### src/rtl/indcv_pkg.sv
// constants shared by both ends of the converter setup link
// Notes on behaviour
// - device wakes up asleep, no conversions
// - host writes control register last
// - conversion time is count times sixteen ref periods
// - settle lasts settle count times sixteen periods
// - host keeps divided reference above four times sensor
// - sensor divider one only below 8.75 MHz
// - single channel select b00 converts channel 0
// - clearing sleep field starts conversions
// - resistance override uses programmed drive current
// - activation select b0 gives full startup drive
// - amplitude correction off field stops correction
// - reference select b1 uses external input
// - scan field b1 enables sequential mode
// - round robin b00 alternates channels 0 and 1
// - deglitch b100 selects 3.3 MHz bandwidth
// - default error mask raises no interrupts
// - results of channels 0,1 at 0x00..0x03
// - channel switch delay about 1 us
// - host writes setup registers before control
// - divider fields at [15:12] and [9:0]
// - reading status releases interrupt output high
package indcv_pkg;
	localparam int ADDR_W = 8;
	localparam int DATA_W = 16;
	localparam logic [7:0] A_DATA0_MSB = 8'h00;
	localparam logic [7:0] A_DATA0_LSB = 8'h01;
	localparam logic [7:0] A_DATA1_MSB = 8'h02;
	localparam logic [7:0] A_DATA1_LSB = 8'h03;
	localparam logic [7:0] A_REF_COUNT0 = 8'h08;
	localparam logic [7:0] A_REF_COUNT1 = 8'h09;
	localparam logic [7:0] A_SETTLE0 = 8'h10;
	localparam logic [7:0] A_SETTLE1 = 8'h11;
	localparam logic [7:0] A_FDIV0 = 8'h14;
	localparam logic [7:0] A_FDIV1 = 8'h15;
	localparam logic [7:0] A_STATUS = 8'h18;
	localparam logic [7:0] A_ERR_MASK = 8'h19;
	localparam logic [7:0] A_CONTROL = 8'h1a;
	localparam logic [7:0] A_SEQ = 8'h1b;
	localparam logic [7:0] A_DRIVE0 = 8'h1e;
	localparam logic [7:0] A_DRIVE1 = 8'h1f;
	// device_control fields
	localparam int B_ACTIVE_HI = 15;
	localparam int B_ACTIVE_LO = 14;
	localparam int B_SLEEP = 13;
	localparam int B_RES_OVR = 12;
	localparam int B_ACT_SEL = 11;
	localparam int B_AMP_OFF = 10;
	localparam int B_REF_SRC = 9;
	localparam int B_INT_DIS = 7;
	// channel_sequence_control fields
	localparam int B_SCAN = 15;
	localparam int B_RR_HI = 14;
	localparam int B_RR_LO = 13;
	localparam int B_DG_HI = 2;
	localparam int B_DG_LO = 0;
	// frequency divider fields and the status data ready bit
	localparam int B_FIN_HI = 15;
	localparam int B_FIN_LO = 12;
	localparam int B_FREF_HI = 9;
	localparam int B_FREF_LO = 0;
	localparam int B_DRDY = 0;
	// drive current register: level field
	localparam int B_IDRV_HI = 15;
	localparam int B_IDRV_LO = 11;
	localparam logic [15:0] RST_CONTROL = 16'h2801;
	localparam logic [15:0] RST_SEQ = 16'h020f;
	localparam logic [15:0] RST_ERR = 16'h0000;
	localparam logic [15:0] RST_COUNT = 16'h0080;
	localparam logic [15:0] RST_FDIV = 16'h0000;
	localparam logic [2:0] DEGLITCH_3M3 = 3'h4;
	localparam int TICKS_PER_UNIT = 16;
	// 1 us switch delay at 10 MHz
	localparam int SWITCH_NS = 1000;
	localparam int CLK_NS = 100;
	localparam int SWITCH_CYC = SWITCH_NS / CLK_NS;
	typedef enum logic [1:0] {INDCV_SLEEP, INDCV_SETTLE, INDCV_CONVERT, INDCV_SWITCH} indcv_state_t;
	typedef enum logic [2:0] {INDCV_H_IDLE, INDCV_H_REQ, INDCV_H_WAIT, INDCV_H_DONE} indcv_hstate_t;
endpackage : indcv_pkg

### src/rtl/indcv_link_if.sv
// register access link between host controller and converter
`timescale 1ns/1ns
interface indcv_link_if;
	import indcv_pkg::*;
	logic req;
	logic we;
	logic [7:0] addr;
	logic [15:0] wdata;
	logic ack;
	logic [15:0] rdata;
	logic int_n;
	modport dev (input req, input we, input addr, input wdata, output ack, output rdata,
		output int_n);
	modport host (output req, output we, output addr, output wdata, input ack, input rdata,
		input int_n);
endinterface : indcv_link_if

### src/rtl/indcv_device.sv
// converter end: register file, sleep control and channel sequencer
`timescale 1ns/1ns
module indcv_device
	import indcv_pkg::*;
(
	input wire logic clk_i, // system clock
	input wire logic rst_i, // sync reset, high
	indcv_link_if.dev link, // register link
	input wire logic ref_tick_int_i, // internal reference tick
	input wire logic ref_tick_ext_i, // external reference tick
	input wire logic [27:0] sample_i, // converter core result
	output logic [1:0] chan_o, // channel being driven
	output logic converting_o, // conversion window active
	output logic settling_o, // settling window active
	output logic ref_ext_o, // external reference chosen
	output logic auto_cal_o, // drive auto calibration on
	output logic full_init_drive_o, // full drive at activation
	output logic amp_corr_o, // amplitude correction on
	output logic [2:0] deglitch_o, // deglitch bandwidth code
	output logic [4:0] drive_level_o // drive current in use
);
	logic [15:0] ref_count [2];
	logic [15:0] settle [2];
	logic [15:0] fdiv [2];
	logic [15:0] drive [2];
	logic [15:0] err_mask, control, seq;
	logic [27:0] buf_res [2];
	logic [27:0] shown [2];
	logic [15:0] status;
	logic irq;
	indcv_state_t state;
	logic [9:0] div_cnt;
	logic [19:0] tick_cnt;
	logic [3:0] sub_cnt;
	logic [15:0] sw_cnt;
	logic ch;
	logic ref_tick, ch_tick, wr, rd, sleeping, done;
	logic [1:0] ref_s_int, ref_s_ext;

	assign wr = link.req & link.we & ~link.ack;
	assign rd = link.req & ~link.we & ~link.ack;
	assign sleeping = control[B_SLEEP];
	assign ref_tick = control[B_REF_SRC] ? ref_s_ext[1] : ref_s_int[1];

	always_ff @(posedge clk_i) begin
		if (rst_i) begin
			ref_s_int <= 2'h0;
			ref_s_ext <= 2'h0;
		end else begin
			ref_s_int <= {ref_s_int[0], ref_tick_int_i};
			ref_s_ext <= {ref_s_ext[0], ref_tick_ext_i};
		end
	end

	// setup writes only land while asleep; control is always writable
	always_ff @(posedge clk_i) begin
		if (rst_i) begin
			control <= RST_CONTROL;
			seq <= RST_SEQ;
			err_mask <= RST_ERR;
			for (int i = 0; i < 2; i++) begin
				ref_count[i] <= RST_COUNT;
				settle[i] <= RST_COUNT;
				fdiv[i] <= RST_FDIV;
				drive[i] <= 16'h0000;
			end
		end else if (wr) begin
			if (link.addr == A_CONTROL) begin
				control <= link.wdata;
			end else if (sleeping) begin
				if (link.addr == A_REF_COUNT0) begin
					ref_count[0] <= link.wdata;
				end else if (link.addr == A_REF_COUNT1) begin
					ref_count[1] <= link.wdata;
				end else if (link.addr == A_SETTLE0) begin
					settle[0] <= link.wdata;
				end else if (link.addr == A_SETTLE1) begin
					settle[1] <= link.wdata;
				end else if (link.addr == A_FDIV0) begin
					fdiv[0] <= link.wdata;
				end else if (link.addr == A_FDIV1) begin
					fdiv[1] <= link.wdata;
				end else if (link.addr == A_ERR_MASK) begin
					err_mask <= link.wdata;
				end else if (link.addr == A_SEQ) begin
					seq <= link.wdata;
				end else if (link.addr == A_DRIVE0) begin
					drive[0] <= link.wdata;
				end else if (link.addr == A_DRIVE1) begin
					drive[1] <= link.wdata;
				end
			end
		end
	end

	// per-channel reference divider, one enable pulse per divided period
	always_ff @(posedge clk_i) begin
		if (rst_i || sleeping) begin
			div_cnt <= 10'h000;
		end else if (ref_tick) begin
			if (div_cnt + 10'h001 >= fdiv[ch][B_FREF_HI:B_FREF_LO]) begin
				div_cnt <= 10'h000;
			end else begin
				div_cnt <= div_cnt + 10'h001;
			end
		end
	end
	assign ch_tick = ref_tick && (div_cnt + 10'h001 >= fdiv[ch][B_FREF_HI:B_FREF_LO]);

	assign done = ch_tick && sub_cnt == 4'(TICKS_PER_UNIT - 1)
		&& tick_cnt + 20'h1 >= 20'(state == INDCV_SETTLE ? settle[ch] : ref_count[ch]);

	always_ff @(posedge clk_i) begin
		if (rst_i || sleeping) begin
			state <= INDCV_SLEEP;
			ch <= 1'b0;
			tick_cnt <= 20'h0;
			sub_cnt <= 4'h0;
			sw_cnt <= 16'h0;
		end else begin
			case (state)
				INDCV_SLEEP: begin
					state <= INDCV_SETTLE;
					ch <= seq[B_SCAN] ? 1'b0 : control[B_ACTIVE_LO];
				end
				INDCV_SETTLE, INDCV_CONVERT: begin
					if (ch_tick) begin
						sub_cnt <= sub_cnt + 4'h1;
						if (sub_cnt == 4'(TICKS_PER_UNIT - 1)) begin
							tick_cnt <= tick_cnt + 20'h1;
						end
					end
					if (done) begin
						tick_cnt <= 20'h0;
						sub_cnt <= 4'h0;
						state <= (state == INDCV_SETTLE) ? INDCV_CONVERT : INDCV_SWITCH;
					end
				end
				INDCV_SWITCH: begin
					sw_cnt <= sw_cnt + 16'h1;
					if (sw_cnt + 16'h1 >= 16'(SWITCH_CYC)) begin
						sw_cnt <= 16'h0;
						state <= INDCV_SETTLE;
						if (seq[B_SCAN] && seq[B_RR_HI:B_RR_LO] == 2'h0) begin
							ch <= ~ch;
						end
					end
				end
				default: state <= INDCV_SLEEP;
			endcase
		end
	end

	// result capture, status and interrupt
	always_ff @(posedge clk_i) begin
		if (rst_i || sleeping) begin
			buf_res[0] <= 28'h0;
			buf_res[1] <= 28'h0;
			shown[0] <= 28'h0;
			shown[1] <= 28'h0;
			status <= 16'h0;
			irq <= 1'b0;
		end else begin
			if (state == INDCV_CONVERT && done) begin
				buf_res[ch] <= sample_i;
				if (!seq[B_SCAN] || ch) begin
					status[B_DRDY] <= 1'b1;
					irq <= err_mask[B_DRDY];
				end
			end
			if (rd && link.addr == A_DATA0_MSB) begin
				shown[0] <= buf_res[0];
			end
			if (rd && link.addr == A_DATA1_MSB) begin
				shown[1] <= buf_res[1];
			end
			if (rd && (link.addr == A_STATUS || link.addr == A_DATA0_MSB
				|| link.addr == A_DATA1_MSB) && !(state == INDCV_CONVERT && done)) begin
				irq <= 1'b0;
				status <= 16'h0;
			end
		end
	end

	// link answer: one cycle after request, data registered
	always_ff @(posedge clk_i) begin
		if (rst_i) begin
			link.ack <= 1'b0;
			link.rdata <= 16'h0;
		end else begin
			link.ack <= link.req & ~link.ack;
			if (rd) begin
				if (link.addr == A_DATA0_MSB) begin
					link.rdata <= {4'h0, buf_res[0][27:16]};
				end else if (link.addr == A_DATA0_LSB) begin
					link.rdata <= shown[0][15:0];
				end else if (link.addr == A_DATA1_MSB) begin
					link.rdata <= {4'h0, buf_res[1][27:16]};
				end else if (link.addr == A_DATA1_LSB) begin
					link.rdata <= shown[1][15:0];
				end else if (link.addr == A_REF_COUNT0) begin
					link.rdata <= ref_count[0];
				end else if (link.addr == A_REF_COUNT1) begin
					link.rdata <= ref_count[1];
				end else if (link.addr == A_SETTLE0) begin
					link.rdata <= settle[0];
				end else if (link.addr == A_SETTLE1) begin
					link.rdata <= settle[1];
				end else if (link.addr == A_FDIV0) begin
					link.rdata <= fdiv[0];
				end else if (link.addr == A_FDIV1) begin
					link.rdata <= fdiv[1];
				end else if (link.addr == A_STATUS) begin
					link.rdata <= status;
				end else if (link.addr == A_ERR_MASK) begin
					link.rdata <= err_mask;
				end else if (link.addr == A_CONTROL) begin
					link.rdata <= control;
				end else if (link.addr == A_SEQ) begin
					link.rdata <= seq;
				end else if (link.addr == A_DRIVE0) begin
					link.rdata <= drive[0];
				end else if (link.addr == A_DRIVE1) begin
					link.rdata <= drive[1];
				end else begin
					link.rdata <= 16'h0;
				end
			end
		end
	end

	assign link.int_n = ~(irq & ~control[B_INT_DIS]);
	assign chan_o = {1'b0, ch};
	assign converting_o = state == INDCV_CONVERT;
	assign settling_o = state == INDCV_SETTLE;
	assign ref_ext_o = control[B_REF_SRC];
	assign auto_cal_o = ~control[B_RES_OVR];
	assign full_init_drive_o = ~control[B_ACT_SEL];
	assign amp_corr_o = ~control[B_AMP_OFF];
	assign deglitch_o = seq[B_DG_HI:B_DG_LO];
	// programmed level used when override set
	assign drive_level_o = control[B_RES_OVR] ? drive[ch][B_IDRV_HI:B_IDRV_LO] : 5'h00;
endmodule : indcv_device

### src/flat_wrapper.sv
// flat-port wrapper written by rule: the top's interface ports become plain ports
module indcv_device_flat import indcv_pkg::*;
  (clk_i, rst_i, ref_tick_int_i, ref_tick_ext_i, sample_i, chan_o, converting_o, settling_o, ref_ext_o, auto_cal_o, full_init_drive_o, amp_corr_o, deglitch_o, drive_level_o, link_req, link_we, link_addr, link_wdata, link_ack, link_rdata, link_int_n);
  indcv_link_if link_i ();
  input wire logic clk_i;
  input wire logic rst_i;
  input wire logic ref_tick_int_i;
  input wire logic ref_tick_ext_i;
  input wire logic [27:0] sample_i;
  output logic [1:0] chan_o;
  output logic converting_o;
  output logic settling_o;
  output logic ref_ext_o;
  output logic auto_cal_o;
  output logic full_init_drive_o;
  output logic amp_corr_o;
  output logic [2:0] deglitch_o;
  output logic [4:0] drive_level_o;
  input wire logic [$bits(link_i.req)-1:0] link_req;
  input wire logic [$bits(link_i.we)-1:0] link_we;
  input wire logic [$bits(link_i.addr)-1:0] link_addr;
  input wire logic [$bits(link_i.wdata)-1:0] link_wdata;
  output wire logic [$bits(link_i.ack)-1:0] link_ack;
  output wire logic [$bits(link_i.rdata)-1:0] link_rdata;
  output wire logic [$bits(link_i.int_n)-1:0] link_int_n;
  assign link_i.req = link_req;
  assign link_i.we = link_we;
  assign link_i.addr = link_addr;
  assign link_i.wdata = link_wdata;
  assign link_ack = link_i.ack;
  assign link_rdata = link_i.rdata;
  assign link_int_n = link_i.int_n;
  indcv_device u_core (.clk_i(clk_i), .rst_i(rst_i), .link(link_i), .ref_tick_int_i(ref_tick_int_i), .ref_tick_ext_i(ref_tick_ext_i), .sample_i(sample_i), .chan_o(chan_o), .converting_o(converting_o), .settling_o(settling_o), .ref_ext_o(ref_ext_o), .auto_cal_o(auto_cal_o), .full_init_drive_o(full_init_drive_o), .amp_corr_o(amp_corr_o), .deglitch_o(deglitch_o), .drive_level_o(drive_level_o));
endmodule
### config.mk
export PLATFORM = sky130hd
export DESIGN_NAME = indcv_device_flat
export DESIGN_NICKNAME = d
export VERILOG_FILES = /design/src/rtl/indcv_pkg.sv /design/src/rtl/indcv_link_if.sv /design/src/rtl/indcv_device.sv /design/src/flat_wrapper.sv
export SDC_FILE = /design/constraint.sdc
export NUM_CORES = 1
export LEC_CHECK = 0
export BUFFER_PORTS_ARGS = -buffer_cell sky130_fd_sc_hd__buf_2
export CORE_UTILIZATION = 54
export DETAILED_ROUTE_END_ITERATION = 8
export GPL_ROUTABILITY_DRIVEN = 0
export GPL_TIMING_DRIVEN = 0
export MAX_ROUTING_LAYER = met4
export PLACE_DENSITY = 0.75
export SYNTH_ARGS = -nofsm -noshare
export SYNTH_HDL_FRONTEND = slang
export SYNTH_SLANG_ARGS = --single-unit
### constraint.sdc
create_clock -name clk_i -period 4.3 [get_ports clk_i]
set_clock_uncertainty 0.2 [all_clocks]
set_input_delay 0.86 -clock clk_i [delete_from_list [all_inputs] [get_ports clk_i]]
set_output_delay 0.86 -clock clk_i [all_outputs]
set_load 0.05 [all_outputs]
Yosys cells after proc, flatten, opt, wreduce, memory -nomap -nowiden
Memories as Yosys holds them, arrays and structs flattened. A register that Yosys moved wholly into a read port is not among the register bits.
Cells that the tools add are included.
- shift operators: 0
- div/mod/pow operators: 0
- multiplexer cells: 148
- add/subtract/negate cells: 4
- reduce and logical (&&, ||, !) cells: 32
- order comparisons: 3
- bitwise gates (word level): 32
- equality and inequality tests: 22
- multiply operators: 0
- operator list (cell ; number):
    16-bit two-way mux ; 26
    1-bit two-way mux ; 108
    28-bit two-way mux ; 3
    8-bit by 5-bit equality test with 1-bit output, second input constant ; 10
    20-bit two-way mux ; 3
    28-bit OR reduction ; 1
    20-bit by 1-bit adder with 20-bit output, second input constant ; 1
    20-bit >= comparator ; 1
    16-bit by 1-bit adder with 16-bit output, second input constant ; 1
    8-bit by 2-bit equality test with 1-bit output, second input constant ; 2
    8-bit by 4-bit equality test with 1-bit output, second input constant ; 2
    16-bit by 4-bit >= comparator with 1-bit output, second input constant ; 1
    1-bit inverter ; 16
    11-bit AND reduction ; 1
    10-bit by 1-bit adder with 10-bit output, second input constant ; 1
    10-bit >= comparator ; 1
    10-bit two-way mux ; 1
    1-bit OR ; 10
    10-bit AND reduction ; 1
    1-bit logical AND ; 9
    8-bit by 1-bit equality test with 1-bit output, second input constant ; 1
    8-bit logical NOT ; 1
    4-bit two-way mux ; 2
    2-bit AND reduction ; 4
    other kinds (16) ; 34
- output and inout port bits: 34
- bits in writable memories: 240
- memory bits (read-only): 0
- bits in latches: 0
- register bits: 124
- memories kept: 6
- memories (memory ; depth ; width ; read ports ; clocked after memory_dff ; write ports ; RTL line ; text):
    u_core.buf_res ; 2 ; 28 ; 2 ; 0 ; 2 ; indcv_device.sv:27 ; logic [27:0] buf_res [2];
    u_core.shown ; 2 ; 28 ; 2 ; 0 ; 2 ; indcv_device.sv:28 ; logic [27:0] shown [2];
    u_core.drive ; 2 ; 16 ; 3 ; 1 ; 2 ; indcv_device.sv:25 ; logic [15:0] drive [2];
    u_core.fdiv ; 2 ; 16 ; 3 ; 1 ; 2 ; indcv_device.sv:24 ; logic [15:0] fdiv [2];
    u_core.ref_count ; 2 ; 16 ; 3 ; 1 ; 2 ; indcv_device.sv:22 ; logic [15:0] ref_count [2];
    u_core.settle ; 2 ; 16 ; 3 ; 1 ; 2 ; indcv_device.sv:23 ; logic [15:0] settle [2];

Depth between registers and ports, before layout
- word-level depth: 17
- mapped depth: 18
- gate-level depth less buffers: 14

Worst setup path before layout
No wires, ideal clock.
- path type: reg-to-reg
- start: register u_core.state[1]
- end: memory u_core.buf_res[0][0] (enable)
- required time: 3.644 ns
- path buffers: 4
- slack: -0.754 ns
- clock period less this slack: 5.054 ns
- cell stages (with the launch flop): 17
- data arrival time: 4.398 ns
- setup time: 0.456 ns
- path through: dfxtp_1 -> inv_1 -> ha_1 -> clkbuf_1 -> clkbuf_1 -> mux4_2 -> ha_1 -> nor3b_1 -> o21ai_0 -> a211oi_1 -> nor3_1 -> or4_1 -> buf_4 -> and3_4 -> and4_4 -> buf_6 -> nand2b_1
- RTL lines (element ; RTL line ; text):
    from (decl) ; indcv_device.sv:31 ; indcv_state_t state;
    from (signal assigned) ; indcv_device.sv:136 ; state <= (state == INDCV_SETTLE) ? INDCV_CONVERT : INDCV_SWITCH;
    to (decl) ; indcv_device.sv:27 ;

==> impl_metrics.ini <==
[status]
status = finished with violations
violations = max-capacitance violations, max-slew violations

[routing]
wirelength_um = 49900
num_vias = 13322
wl_per_cell_um = 23.7
drtIter0Drc = 1802
viasPerCell = 6.33
drc = 0
first_pass_iters = 6
postRouteAntennaNets = 0

[global_routing]
grt_pass1_vias = 12616
grt_pass1_wl_um = 75300
grt_use_total = 0.335
gr-total-overflow = 0
antenna_found_initial = 1
grt_max_degree = 17

[timing]
hold_ws_ns = 0.239
setup_violations = 0
maxSlewHeadroom = -0.0571
fmax_ghz = 0.243
hold_viol_final = 0
slew_viol_final = 10
worstMarginPinSlew_ns = 1.58
period_share = 0.958
layout_min_cycle_time_ns = 4.12

[die]
dieWidth_um = 176
dieArea_um2 = 30900
initial_core_util = 0.549
ios = 92
die_h_um = 176
core_area_um2 = 29600
std_cell_rows = 63

[clocking]
cts.sinks = 341
root_buffer = clkbuf_16
cts_buffers = 36
htreeDepth = 2
ctsLongestPathBuffers = 3
cts_hold_buf = 0
cts_tree = built
cts.clk_slew.worst_paths_ns = 0.06
worstSkewPairLatency_ns = 0.52

[logic_synthesis]
postSynthNetCount = 1640
synth_flop_cell = edfxtp_1
syn_inst = 1547
synth_common_cells = 216 x edfxtp_1, 179 x nand2_1, 150 x and2_1, 125 x a21oi_1, 125 x dfxtp_1
synth_area_leaders = edfxtp_1 40%, dfxtp_1 15%, and2_1 5.8%
ys_types = 71
yosysWarnings = 0
synthArstFlopShare = 0
ys_ff_latch = 341
synth_top_cell_by_area = edfxtp_1
avgSynthCellArea_um2 = 10.5
synth-edff-count = 216
netlist.area_leader.share = 0.398
synth_area_um2 = 16300
yosysMostFrequentCell = edfxtp_1
yosysSeqAreaShare = 0.552

[power]
leakagePower_uw = 0.00710
p_per_area_nw_per_um2 = 365
ir_worst_vdd_v = 0.000314

[placement]
dp.cells = 2027
io_buffers = 88
dpl.hpwl_um = 35800

[flow_run]
max_cap_viol_count = 2

[worst_setup_path]
startpoint_type = register
crit_start = u_core.tick_cnt[0]
crit_required_ns = 4.27
arrival_ns = 4.09
r2r_start = u_core.tick_cnt[0]
critPathKind = reg2reg
cp-end-kind = register
cp_max_fo = 14

[finish]
syn2layout_area_growth_pct = 14.8
fin_nets = 1780
n_fill_cell = 2397
stdcell_count = 2106
multi_input_area_um2 = 6920
drive_gt1_frac = 0.149
regArea_um2 = 9000

[worst_hold_path]
hold_path_class = reg2reg
hp-start = u_core.ref_s_ext[0]
## worst max-delay path, stage by stage, from the launching register on
cell and delay, ns:
dfxtp_2 0.40, and3_4 0.25, nand3_2 0.13, nor2_1 0.15, xor2_1 0.24, ha_1 0.29
a21oi_1 0.16, o21ai_1 0.13, a211oi_2 0.20, nor3_1 0.09, or4_1 0.54, buf_6 0.16
and3_4 0.17, and4_4 0.23, buf_6 0.16, nand2b_4 0.26
## metrics by stage
| stage | setup WS, ns | area [um^2] | util | TNS, ns | total power [uW] |
|---|---|---|---|---|---|
| 5_1_grt | -0.000560 | 18700 | 0.631 | -0.00110 | 6980 |
| 3_5_place_dp | -1.32 | 17300 | 0.583 | -157.04 | 3890 |
| 3_3_place_gp | -1.28 | 17200 | 0.581 | -243.07 | 3880 |
| 4_1_cts | 0.00521 | 18500 | 0.624 | 0 | 6820 |
| 6_report | 0.180 | 18700 | 0.631 | 0 | 6830 |
| 2_1_floorplan | 0.0340 | 16300 | - | 0 | 3740 |
## flip-flops by register name (all words and copies together) (netlist names), 4 cells and up, named ones only
register	flops
u_core.buf_res	56
u_core.control	16
u_core.div_cnt	10
u_core.drive	32
u_core.err_mask	16
u_core.fdiv	32
u_core.link.rdata	16
u_core.ref_count	32
u_core.seq	16
u_core.settle	32
u_core.shown	32
u_core.sub_cnt	4
u_core.sw_cnt	16
u_core.tick_cnt	20
## cell type report
| cell class | count | share of cell area |
|---|---|---|
| timing repair buffer | 102 | 0.0294 |
| antenna | 2 | 0.000268 |
| multi-input combinational | 1071 | 0.370 |
| inverter | 48 | 0.00964 |
| tap | 390 | 0.0261 |
| buffer | 87 | 0.0232 |
| clock buffer | 44 | 0.0509 |
| sequential | 341 | 0.482 |
| clock inverter | 21 | 0.00890 |
## where the power goes
part | switching, uW | total, uW | internal, uW
Combinational | 217 | 295 | 77.6
Sequential | 33.6 | 3540 | 3510
Clock | 1290 | 2990 | 1710
## placed cells by master, fill, tap and decap left out, drive strengths merged, types with 19 or more instances in the layout
cell    synthesis  final
a21oi         125    125
nor3           27     27
nand2         179    179
mux2i          27     27
xnor2          19     19
ha             35     35
clkbuf         65    104
o21ai          61     61
and3           29     29
buf            25    129
mux4           20     20
a22oi          20     20
nand3          46     46
nor2          115    115
inv            47     49
and2          150    150
edfxtp        216    216
dfxtp         125    125
## logic make-up after synthesis
kind of cell,Yosys count,share of synthesized area
simple gates,619,0.192
flops,341,0.552
compound gates,329,0.127
buf+inv,138,0.0360
mux,54,0.0491
fa+ha+maj,35,0.0269
xor+xnor,30,0.0161
other cells,1,0.000230
## routing by layer
layer  GRT usage  vias to the layer above  wire length [um]
met4       0.162                        0              2900
met2       0.496                      915             22000
met1       0.431                     6287             19100
met3      0.0807                      191              5910
li1            -                     5929                 -
met5           -                        -                 0
## repair_timing
action,in CTS,in global routing
gates cloned,2,1
pin swaps,1,4
buffers inserted,3,9
resized for setup,25,26
setup endpoints to repair,150,114
## worst paths after layout
| check | endpoint | slack (ns) | depth (start not counted) |
|---|---|---|---|
| setup / recovery | u_core.buf_res[0][15] | 0.18 | 15 |
| hold / removal | u_core.ref_s_ext[1] | 0.24 | 1 |
| setup reg to reg | u_core.buf_res[0][15] | 0.18 | 15 |
| hold reg to reg | u_core.ref_s_ext[1] | 0.24 | 1 |
No activity file was read; power rests on OpenSTA's default activity.
